$ cat config.mk
export PLATFORM = sky130hd
export DESIGN_NAME = parallel_io_port
export DESIGN_NICKNAME = d
export VERILOG_FILES = /design/src/pkg/ppi_pkg.sv /design/src/core/parallel_io_port.sv
export SDC_FILE = /design/constraint.sdc
export NUM_CORES = 1
export LEC_CHECK = 0
export BUFFER_PORTS_ARGS = -buffer_cell sky130_fd_sc_hd__buf_2
export CELL_PAD_IN_SITES_DETAIL_PLACEMENT = 1
export CELL_PAD_IN_SITES_GLOBAL_PLACEMENT = 1
export CORE_ASPECT_RATIO = 0.7
export CORE_UTILIZATION = 33
export CTS_BUF_LIST = sky130_fd_sc_hd__clkbuf_4 sky130_fd_sc_hd__clkbuf_8
export CTS_CLUSTER_SIZE = 30
export DETAILED_ROUTE_END_ITERATION = 10
export PLACE_DENSITY = 0.77
export SLEW_MARGIN = 20
export SYNTH_ARGS = -nofsm -noshare
export SYNTH_HDL_FRONTEND = slang
export SYNTH_SLANG_ARGS = --single-unit
$ cat constraint.sdc
create_clock -name ref_clk -period 1.9 [get_ports ref_clk]
set_input_delay 0.285 -clock ref_clk [delete_from_list [all_inputs] [get_ports ref_clk]]
set_output_delay 0.285 -clock ref_clk [all_outputs]
set_load 0.005 [all_outputs]
$ cat src/pkg/ppi_pkg.sv
// Purpose: shared constants and types for the parallel io port
// Assumes: 8-bit host bus, three 8-bit ports
// Notes: mode word layout follows the classic three-port interface
package ppi_pkg;
    localparam logic [1:0] SEL_PORT_A = 2'h0;
    localparam logic [1:0] SEL_PORT_B = 2'h1;
    localparam logic [1:0] SEL_PORT_C = 2'h2;
    localparam logic [1:0] SEL_CTRL = 2'h3;
    localparam int FLAG_BIT = 7;
    localparam int GA_MODE_LO = 5;
    localparam int A_DIR_BIT = 4;
    localparam int CH_DIR_BIT = 3;
    localparam int GB_MODE_BIT = 2;
    localparam int B_DIR_BIT = 1;
    localparam int CL_DIR_BIT = 0;
    localparam int BSR_SEL_LO = 1;
    localparam int BSR_VAL_BIT = 0;
    localparam logic [7:0] CTRL_RESET = 8'h9B;
    localparam logic [7:0] LATCH_RESET = 8'h00;
    typedef struct packed {
        logic [1:0] ga_mode;
        logic a_in;
        logic ch_in;
        logic gb_mode;
        logic b_in;
        logic cl_in;
    } mode_cfg_t;
endpackage

$ cat src/core/parallel_io_port.sv
// Purpose: three-port programmable parallel io, mode 0 data path with bit set/reset
// Assumes: host strobes synchronous to ref_clk; strobed handshake timing is not implemented
// Notes: pins are split into in/out/oe; ports float while configured as inputs, except port A, which mode 2 drives whatever its direction bit
`timescale 1ns/1ps
`default_nettype none

// Summary of operation
// - 8-bit bidirectional host bus carries port data, control words and bit commands.
// - reset high loads control with 9B and clears the latches; all groups go to mode 0.
// - on reset all port pins become floating inputs and output latches zero.
// - host transfers happen only while the active-low chip select is low.
// - deselected: bus floats, strobes ignored, registers unchanged.
// - read strobe with chip selected drives the selected port onto the bus.
// - host write strobe loads the bus value into port or control register.
// - two port-select inputs steer access to port A, B, C or control.
// - port A and port B directions come from the control word.
// - group A in mode 2 drives port A at all times; port A reads take the pins.
// - port C direction is set as two independent 4-bit halves.
// - mode 1 or 2 takes over the matching port C pins for handshake.
// - host may set or clear one port C bit without touching others.
// - group A is port A plus upper C; group B is port B plus lower C.
// - control word bit 7: 1 defines modes, 0 is a port C bit command.
// - in a bit command, bit 0 gives the new value of the chosen bit.
// - mode 0 outputs are latched; inputs pass to the bus unlatched.
// - port C reads return the pin levels of bits claimed for control signals.
module parallel_io_port
    import ppi_pkg::*;
#(
    parameter int DATA_W = 8
)
(
    input wire logic ref_clk,
    input wire logic reset,
    input wire logic chip_sel_n,
    input wire logic rd_n,
    input wire logic wr_n,
    input wire logic [1:0] port_select,
    input wire logic [DATA_W-1:0] host_data_bus_in,
    output logic [DATA_W-1:0] host_data_bus_out,
    output logic host_data_bus_oe,
    input wire logic [DATA_W-1:0] port_a_pins_in,
    output logic [DATA_W-1:0] port_a_pins_out,
    output logic [DATA_W-1:0] port_a_pins_oe,
    input wire logic [DATA_W-1:0] port_b_pins_in,
    output logic [DATA_W-1:0] port_b_pins_out,
    output logic [DATA_W-1:0] port_b_pins_oe,
    input wire logic [DATA_W-1:0] port_c_pins_in,
    output logic [DATA_W-1:0] port_c_pins_out,
    output logic [DATA_W-1:0] port_c_pins_oe,
    output logic [1:0] group_a_mode,
    output logic group_b_mode
);
    if (DATA_W != 8)
    begin : g_chk
        $error("parallel_io_port serves only 8-bit ports");
    end

    mode_cfg_t cfg_ff;
    logic [7:0] a_latch_ff;
    logic [7:0] b_latch_ff;
    logic [7:0] c_latch_ff;
    logic wr_seen_ff;
    logic [7:0] rd_data;
    logic rd_oe;
    logic wr_take;
    logic sel;
    logic [7:0] c_ctl_mask;
    logic [7:0] c_read;

    assign sel = !chip_sel_n;
    // one commit on the first sampled cycle of each low strobe
    assign wr_take = sel && !wr_n && !wr_seen_ff;

    always_ff @(posedge ref_clk)
    begin
        if (reset)
            wr_seen_ff <= 1'h0;
        else
            wr_seen_ff <= sel && !wr_n;
    end

    always_ff @(posedge ref_clk)
    begin
        if (reset)
            cfg_ff <= mode_cfg_t'(7'(CTRL_RESET));
        else if (wr_take && port_select == SEL_CTRL && host_data_bus_in[FLAG_BIT])
            cfg_ff <= mode_cfg_t'(host_data_bus_in[6:0]);
    end

    always_ff @(posedge ref_clk)
    begin
        if (reset)
        begin
            a_latch_ff <= LATCH_RESET;
            b_latch_ff <= LATCH_RESET;
        end
        else if (wr_take && port_select == SEL_CTRL && host_data_bus_in[FLAG_BIT])
        begin
            // a mode word clears the output latches
            a_latch_ff <= LATCH_RESET;
            b_latch_ff <= LATCH_RESET;
        end
        else if (wr_take && port_select == SEL_PORT_A)
            a_latch_ff <= host_data_bus_in;
        else if (wr_take && port_select == SEL_PORT_B)
            b_latch_ff <= host_data_bus_in;
    end

    always_ff @(posedge ref_clk)
    begin
        if (reset)
            c_latch_ff <= LATCH_RESET;
        else if (wr_take && port_select == SEL_CTRL && host_data_bus_in[FLAG_BIT])
            c_latch_ff <= LATCH_RESET;
        else if (wr_take && port_select == SEL_CTRL)
            c_latch_ff[host_data_bus_in[3:BSR_SEL_LO]] <= host_data_bus_in[BSR_VAL_BIT];
        else if (wr_take && port_select == SEL_PORT_C)
            c_latch_ff <= host_data_bus_in;
    end

    // port C pins claimed as handshake lines by strobed modes
    always_comb
    begin
        c_ctl_mask = 8'h00;
        if (cfg_ff.ga_mode[1])
            c_ctl_mask = c_ctl_mask | 8'hF8;
        else if (cfg_ff.ga_mode[0])
            c_ctl_mask = c_ctl_mask | (cfg_ff.a_in ? 8'h38 : 8'hC8);
        if (cfg_ff.gb_mode)
            c_ctl_mask = c_ctl_mask | 8'h07;
    end

    // handshake lines are not generated here; reads show the pin level of claimed bits
    always_comb
    begin
        c_read = 8'h00;
        for (int i = 0; i < 8; i++)
        begin
            if (c_ctl_mask[i])
                c_read[i] = port_c_pins_in[i];
            else if ((i >= 4) ? cfg_ff.ch_in : cfg_ff.cl_in)
                c_read[i] = port_c_pins_in[i];
            else
                c_read[i] = c_latch_ff[i];
        end
    end

    always_comb
    begin
        rd_data = 8'h00;
        rd_oe = 1'h0;
        if (sel && !rd_n)
        begin
            case (port_select)
                SEL_PORT_A:
                begin
                    rd_data = (cfg_ff.a_in || cfg_ff.ga_mode[1]) ? port_a_pins_in : a_latch_ff;
                    rd_oe = 1'h1;
                end
                SEL_PORT_B:
                begin
                    rd_data = cfg_ff.b_in ? port_b_pins_in : b_latch_ff;
                    rd_oe = 1'h1;
                end
                SEL_PORT_C:
                begin
                    rd_data = c_read;
                    rd_oe = 1'h1;
                end
                default:
                begin
                    rd_data = 8'h00;
                    rd_oe = 1'h0;
                end
            endcase
        end
    end

    assign host_data_bus_out = rd_data;
    assign host_data_bus_oe = rd_oe;

    // mode 2 port A drives its latch at all times; with no handshake logic a read takes the pins
    assign port_a_pins_out = a_latch_ff;
    assign port_a_pins_oe = (cfg_ff.ga_mode[1] || !cfg_ff.a_in) ? 8'hFF : 8'h00;
    assign port_b_pins_out = b_latch_ff;
    assign port_b_pins_oe = cfg_ff.b_in ? 8'h00 : 8'hFF;
    assign port_c_pins_out = c_latch_ff;
    assign port_c_pins_oe = ~c_ctl_mask & {{4{!cfg_ff.ch_in}}, {4{!cfg_ff.cl_in}}};
    assign group_a_mode = cfg_ff.ga_mode;
    assign group_b_mode = cfg_ff.gb_mode;

    a_reset_floats: assert property (@(posedge ref_clk)
        reset |=> (port_a_pins_oe == 8'h00 && port_b_pins_oe == 8'h00 && port_c_pins_oe == 8'h00))
        else $error("ports not floating after reset");

    a_reset_mode0: assert property (@(posedge ref_clk)
        reset |=> (group_a_mode == 2'h0 && !group_b_mode && c_latch_ff == 8'h00))
        else $error("reset did not return mode 0");

    a_desel_float: assert property (@(posedge ref_clk) disable iff (reset)
        chip_sel_n |-> !host_data_bus_oe)
        else $error("bus driven while deselected");

    a_desel_hold: assert property (@(posedge ref_clk) disable iff (reset)
        chip_sel_n |=> $stable(cfg_ff) && $stable(a_latch_ff) && $stable(b_latch_ff) && $stable(c_latch_ff))
        else $error("register changed while deselected");

    a_desel_strobe: assert property (@(posedge ref_clk) disable iff (reset)
        chip_sel_n |-> !wr_take)
        else $error("strobe taken while deselected");

    a_ctrl_read_float: assert property (@(posedge ref_clk) disable iff (reset)
        (port_select == SEL_CTRL) |-> !host_data_bus_oe)
        else $error("control read drove bus");

    a_read_drive: assert property (@(posedge ref_clk) disable iff (reset)
        (!chip_sel_n && !rd_n && port_select != SEL_CTRL) |-> host_data_bus_oe)
        else $error("read did not drive bus");

    a_read_a_pins: assert property (@(posedge ref_clk) disable iff (reset)
        (host_data_bus_oe && port_select == SEL_PORT_A && cfg_ff.a_in && cfg_ff.ga_mode == 2'h0)
            |-> host_data_bus_out == port_a_pins_in)
        else $error("port A input read not from pins");

    a_read_a_latch: assert property (@(posedge ref_clk) disable iff (reset)
        (host_data_bus_oe && port_select == SEL_PORT_A && !cfg_ff.a_in && cfg_ff.ga_mode == 2'h0)
            |-> host_data_bus_out == a_latch_ff)
        else $error("port A output read not from latch");

    a_read_b_pins: assert property (@(posedge ref_clk) disable iff (reset)
        (host_data_bus_oe && port_select == SEL_PORT_B && cfg_ff.b_in) |-> host_data_bus_out == port_b_pins_in)
        else $error("port B input read not from pins");

    // handshake lines are not generated, so claimed port C bits read back as released pins
    a_ctl_read_pins: assert property (@(posedge ref_clk) disable iff (reset)
        (host_data_bus_oe && port_select == SEL_PORT_C && cfg_ff.ga_mode[1])
            |-> host_data_bus_out[7:3] == port_c_pins_in[7:3])
        else $error("control lines not read back");

    a_write_porta: assert property (@(posedge ref_clk) disable iff (reset)
        (wr_take && port_select == SEL_PORT_A) |=> a_latch_ff == $past(host_data_bus_in))
        else $error("port A write lost");

    a_write_portb: assert property (@(posedge ref_clk) disable iff (reset)
        (wr_take && port_select == SEL_PORT_B) |=> b_latch_ff == $past(host_data_bus_in))
        else $error("port B write lost");

    a_write_portc: assert property (@(posedge ref_clk) disable iff (reset)
        (wr_take && port_select == SEL_PORT_C) |=> c_latch_ff == $past(host_data_bus_in))
        else $error("port C write lost");

    a_write_once: assert property (@(posedge ref_clk) disable iff (reset)
        (wr_take ##1 (!chip_sel_n && !wr_n)) |-> !wr_take)
        else $error("write committed twice");

    a_bit_cmd: assert property (@(posedge ref_clk) disable iff (reset)
        (wr_take && port_select == SEL_CTRL && !host_data_bus_in[FLAG_BIT])
            |=> (c_latch_ff[$past(host_data_bus_in[3:1])] == $past(host_data_bus_in[0])) && $stable(cfg_ff))
        else $error("bit command wrong");

    a_bit_keep: assert property (@(posedge ref_clk) disable iff (reset)
        (wr_take && port_select == SEL_CTRL && !host_data_bus_in[FLAG_BIT])
            |=> ((c_latch_ff ^ $past(c_latch_ff)) & ~(8'h01 << $past(host_data_bus_in[3:1]))) == 8'h00)
        else $error("bit command disturbed other bits");

    a_mode_word: assert property (@(posedge ref_clk) disable iff (reset)
        (wr_take && port_select == SEL_CTRL && host_data_bus_in[7])
            |=> port_b_pins_oe == ($past(host_data_bus_in[1]) ? 8'h00 : 8'hFF))
        else $error("port B direction not set");

    a_mode_porta_dir: assert property (@(posedge ref_clk) disable iff (reset)
        (wr_take && port_select == SEL_CTRL && host_data_bus_in[FLAG_BIT])
            |=> port_a_pins_oe
                == (($past(host_data_bus_in[6]) || !$past(host_data_bus_in[A_DIR_BIT])) ? 8'hFF : 8'h00))
        else $error("port A direction not set");

    a_mode_clears: assert property (@(posedge ref_clk) disable iff (reset)
        (wr_take && port_select == SEL_CTRL && host_data_bus_in[FLAG_BIT])
            |=> (a_latch_ff == LATCH_RESET && b_latch_ff == LATCH_RESET && c_latch_ff == LATCH_RESET))
        else $error("mode word left latches set");

    a_c_hi_dir: assert property (@(posedge ref_clk) disable iff (reset)
        (cfg_ff.ga_mode == 2'h0) |-> port_c_pins_oe[7:4] == {4{!cfg_ff.ch_in}})
        else $error("upper port C half direction wrong");

    a_c_lo_dir: assert property (@(posedge ref_clk) disable iff (reset)
        !cfg_ff.gb_mode |-> port_c_pins_oe[2:0] == {3{!cfg_ff.cl_in}})
        else $error("lower port C half direction wrong");

    a_mode2_claims: assert property (@(posedge ref_clk) disable iff (reset)
        cfg_ff.ga_mode[1] |-> port_c_pins_oe[7:3] == 5'h00)
        else $error("mode 2 control lines driven as data");

    a_mode1_b_claims: assert property (@(posedge ref_clk) disable iff (reset)
        cfg_ff.gb_mode |-> port_c_pins_oe[2:0] == 3'h0)
        else $error("group B control lines driven as data");

    a_mode2_bidir: assert property (@(posedge ref_clk) disable iff (reset)
        cfg_ff.ga_mode[1] |-> port_a_pins_oe == 8'hFF)
        else $error("mode 2 port A not driven");

    c_mode_write: cover property (@(posedge ref_clk) wr_take && port_select == SEL_CTRL && host_data_bus_in[7]);
    c_bit_set: cover property (@(posedge ref_clk)
        wr_take && port_select == SEL_CTRL && !host_data_bus_in[7] && host_data_bus_in[0]);
    c_read_c: cover property (@(posedge ref_clk) host_data_bus_oe && port_select == SEL_PORT_C);
    c_mode2: cover property (@(posedge ref_clk) group_a_mode[1]);
    c_ctl_read: cover property (@(posedge ref_clk) host_data_bus_oe && port_select == SEL_PORT_C && group_a_mode[1]);
endmodule // parallel_io_port

`default_nettype wire

==> results.sh <==
export IMPL_status="completed"
export IMPL_synth_edf_count=0
export IMPL_yosys_register_bits=32
export IMPL_tightestPinTransition_ns=0.441
export IMPL_track_usage_pct=21.2
export IMPL_ctsHtreeMaxLevel=2
export IMPL_synth_cell_types=46
export IMPL_setup_ws_ns=0.0385
export IMPL_power_density_nw_per_um2=616
export IMPL_arrival_ns=1.58
export IMPL_cts_root_buf="clkbuf_8"
export IMPL_port_buffers=98
export IMPL_viasPerCell=5.10
export IMPL_path_clk_slew_ns=0.07
export IMPL_synth_area_leaders="dfxtp_1, mux2i_1, buf_4"
export IMPL_min_period_ns=1.86
export IMPL_finClkSkew_ns=0.00636
export IMPL_drc=0
export IMPL_crit_buf_inv=2
export IMPL_syn_to_final_growth_pct=32.1
export IMPL_syn_area_per_cell_um2=8.52
export IMPL_hp_class="in -> reg"
export IMPL_worstPathMaxFanout=8
export IMPL_worstPathRequired_ns=1.62
export IMPL_grt_max_degree=18
export IMPL_dieArea_um2=6440
export IMPL_syn_nets=276
export IMPL_synth_area_leader_cell="dfxtp_1"
export IMPL_core_rowCount=23
export IMPL_path_class="reg -> out"
export IMPL_irDropWorstVdd_uv=254
export IMPL_cp_end_kind="output port"
export IMPL_whs_ns=0.178
export IMPL_max_cap_violations=0
export IMPL_setup_viol=0
export IMPL_yosysSeqAreaShare_pct=31.7
export IMPL_io_pin_count=99
export IMPL_hold_viol=0
export IMPL_dpl_hpwl_um=4860
export IMPL_multi_input_area_um2=1180
export IMPL_ys_warn_count=0
export IMPL_wl_um=6380
export IMPL_synth_commonest_cells="mux2i_1, dfxtp_1, buf_4"
export IMPL_die_w_um=95.5
export IMPL_drt_iter0_markers=55
export IMPL_synth_top_cell_area_share_pct=31.7
export IMPL_drive_above_1_share_pct=48.0
export IMPL_dr_pass1_iters=4
export IMPL_clock_sinks=32
export IMPL_antenna_cells=0
export IMPL_relSlewSlack_pct=70.6
export IMPL_power_mw=1.64
export IMPL_cts_hold_buffers_added=0
export IMPL_cp_start_kind="flip-flop"
export IMPL_grt_pass1_vias=1890
export IMPL_cts_made_buffers=5
export IMPL_async_flop_share_pct=0
export IMPL_post_route_period_util_pct=98.0
export IMPL_fp_coreArea_um2=5810
export IMPL_synthesis_area_um2=2020
export IMPL_fill_cells=743
export IMPL_clock_path_buffers=2
export IMPL_syn_instance_count=237
export IMPL_initial_core_util_pct=34.7
export IMPL_post_place_ws_ns=0.0826
export IMPL_rsz0062_at_grt="true"
export IMPL_ff_latch_area_um2=647
export IMPL_placed_area_um2=2470
export IMPL_gp_congestion=0.784
export IMPL_grt_pass1_wl_um=9950
export IMPL_slowest_delay_ns=0.33
export IMPL_max_freq_ghz=0.537
export IMPL_vias=2021
export IMPL_antenna_found_initial=0
export IMPL_stdcell_area_um2=2670
export IMPL_cp_slowest_cell="dfxtp_2"
export IMPL_nets=359
export IMPL_synth_most_common_cell="mux2i_1"
export IMPL_gr_total_overflow=0
export IMPL_slew_violations=0
export IMPL_ant_nets=0
export IMPL_post_drt_wl_per_cell_um=16.1
export IMPL_synthFlopType="dfxtp_1"
export IMPL_path_delay_family="flip-flops"
export IMPL_leakage_nw=1.35
export IMPL_path_cells="nor2_4 > buf_8 > mux2_4 > o21ai_2 > o22ai_1 > buf_2"
export IMPL_insertion_delay_ns=0.29
export IMPL_cts_tree="yes"
export IMPL_die_h_um=67.4
==> layout make-up <==
| cell class | count | area share [%] |
|---|---|---|
| Tap cell | 75 | 3.52 |
| Sequential cell | 32 | 24.3 |
| Multi-Input combinational cell | 163 | 44.4 |
| Inverter | 5 | 0.704 |
| Timing Repair Buffer | 113 | 22.9 |
| Clock inverter | 2 | 1.31 |
| Clock buffer | 6 | 2.86 |
==> registers in the layout, indices dropped and copies added, names as in the netlist <==
| signal | flops |
|---|---|
| group_a_mode | 2 |
| cfg_ff | 4 |
| port_c_pins_out | 8 |
| group_b_mode | 1 |
| port_b_pins_out | 8 |
| wr_seen_ff | 1 |
| port_a_pins_out | 8 |
==> where the power goes <==
group	internal (mW)	switching, mW	leakage [nW]	total [mW]
Sequential	0.684	0.0121	0.260	0.696
Clock	0.403	0.264	0.0586	0.667
Combinational	0.128	0.150	1.03	0.278
==> cell usage in the layout, fill, tap and decap left out, drive strengths merged, types with 2 or more instances in the layout <==
master	count
buf	113
a21oi	6
inv	5
a211oi	3
dfxtp	32
o21ai	20
a31oi	2
a211o	2
nor2	26
nand2b	2
nor3	6
o22ai	9
mux2	8
nand3b	3
nand4	2
nand2	18
clkbuf	6
mux2i	33
or3	3
nor2b	2
a21boi	2
==> layer usage <==
| layer | vias up | track usage [%] | routed length, um |
|---|---|---|---|
| met5 | - | 0 | 0 |
| met4 | 0 | 3.36 | 19 |
| met3 | 3 | 6.42 | 584 |
| met2 | 93 | 33.6 | 2740 |
| met1 | 942 | 28.8 | 3030 |
| li1 | 983 | - | - |
==> worst register-to-register path: cells and delay by family, from the launching register on <==
family | cells | cell delay, ns
AO/OA/AOI/OAI | 1 | 0.26
flip-flops | 1 | 0.32
multiplexers | 1 | 0.20
AND/OR/NAND/NOR | 2 | 0.80
==> logic make-up after synthesis <==
| group | Yosys count | synth area share, % |
|---|---|---|
| muxes | 41 | 20.8 |
| DFF | 32 | 31.7 |
| AOI/OAI and AO/OA | 51 | 15.6 |
| buffers and inverters | 42 | 12.6 |
| and+or+nand+nor | 71 | 19.2 |
==> repair_timing <==
| action | CTS | global route |
|---|---|---|
| hold endpoints to repair | 0 | 0 |
| endpoints found under the setup margin | 8 | 8 |
| pin swaps | 1 | 5 |
| setup buffers | 1 | 0 |
| resized for setup | 20 | 9 |
==> metrics by stage <==
stage | setup TNS, ns | utilization (%) | cells
finish | 0 | 45.8 | 396
global route | -0.208 | 45.8 | 396
floorplan | 0 | - | 237
detailed placement | 0 | 42.5 | 387
CTS | 0 | 45.3 | 396
global placement | 0 | 42.5 | 387
==> final timing paths <==
check,start,endpoint,slack [ns],cells after the start
worst min register to register,group_b_mode$_SDFFE_PP0P_,group_b_mode$_SDFFE_PP0P_,0.53,2
worst max-delay path,group_a_mode[1]$_SDFFE_PP0P_,host_data_bus_out[7],0.04,6
worst min-delay path,wr_n,wr_seen_ff$_SDFF_PP0_,0.18,2
worst max register to register,wr_seen_ff$_SDFF_PP0_,port_c_pins_out[0]$_SDFFE_PP0P_,0.22,4
(Power assumes the default switching activity.)
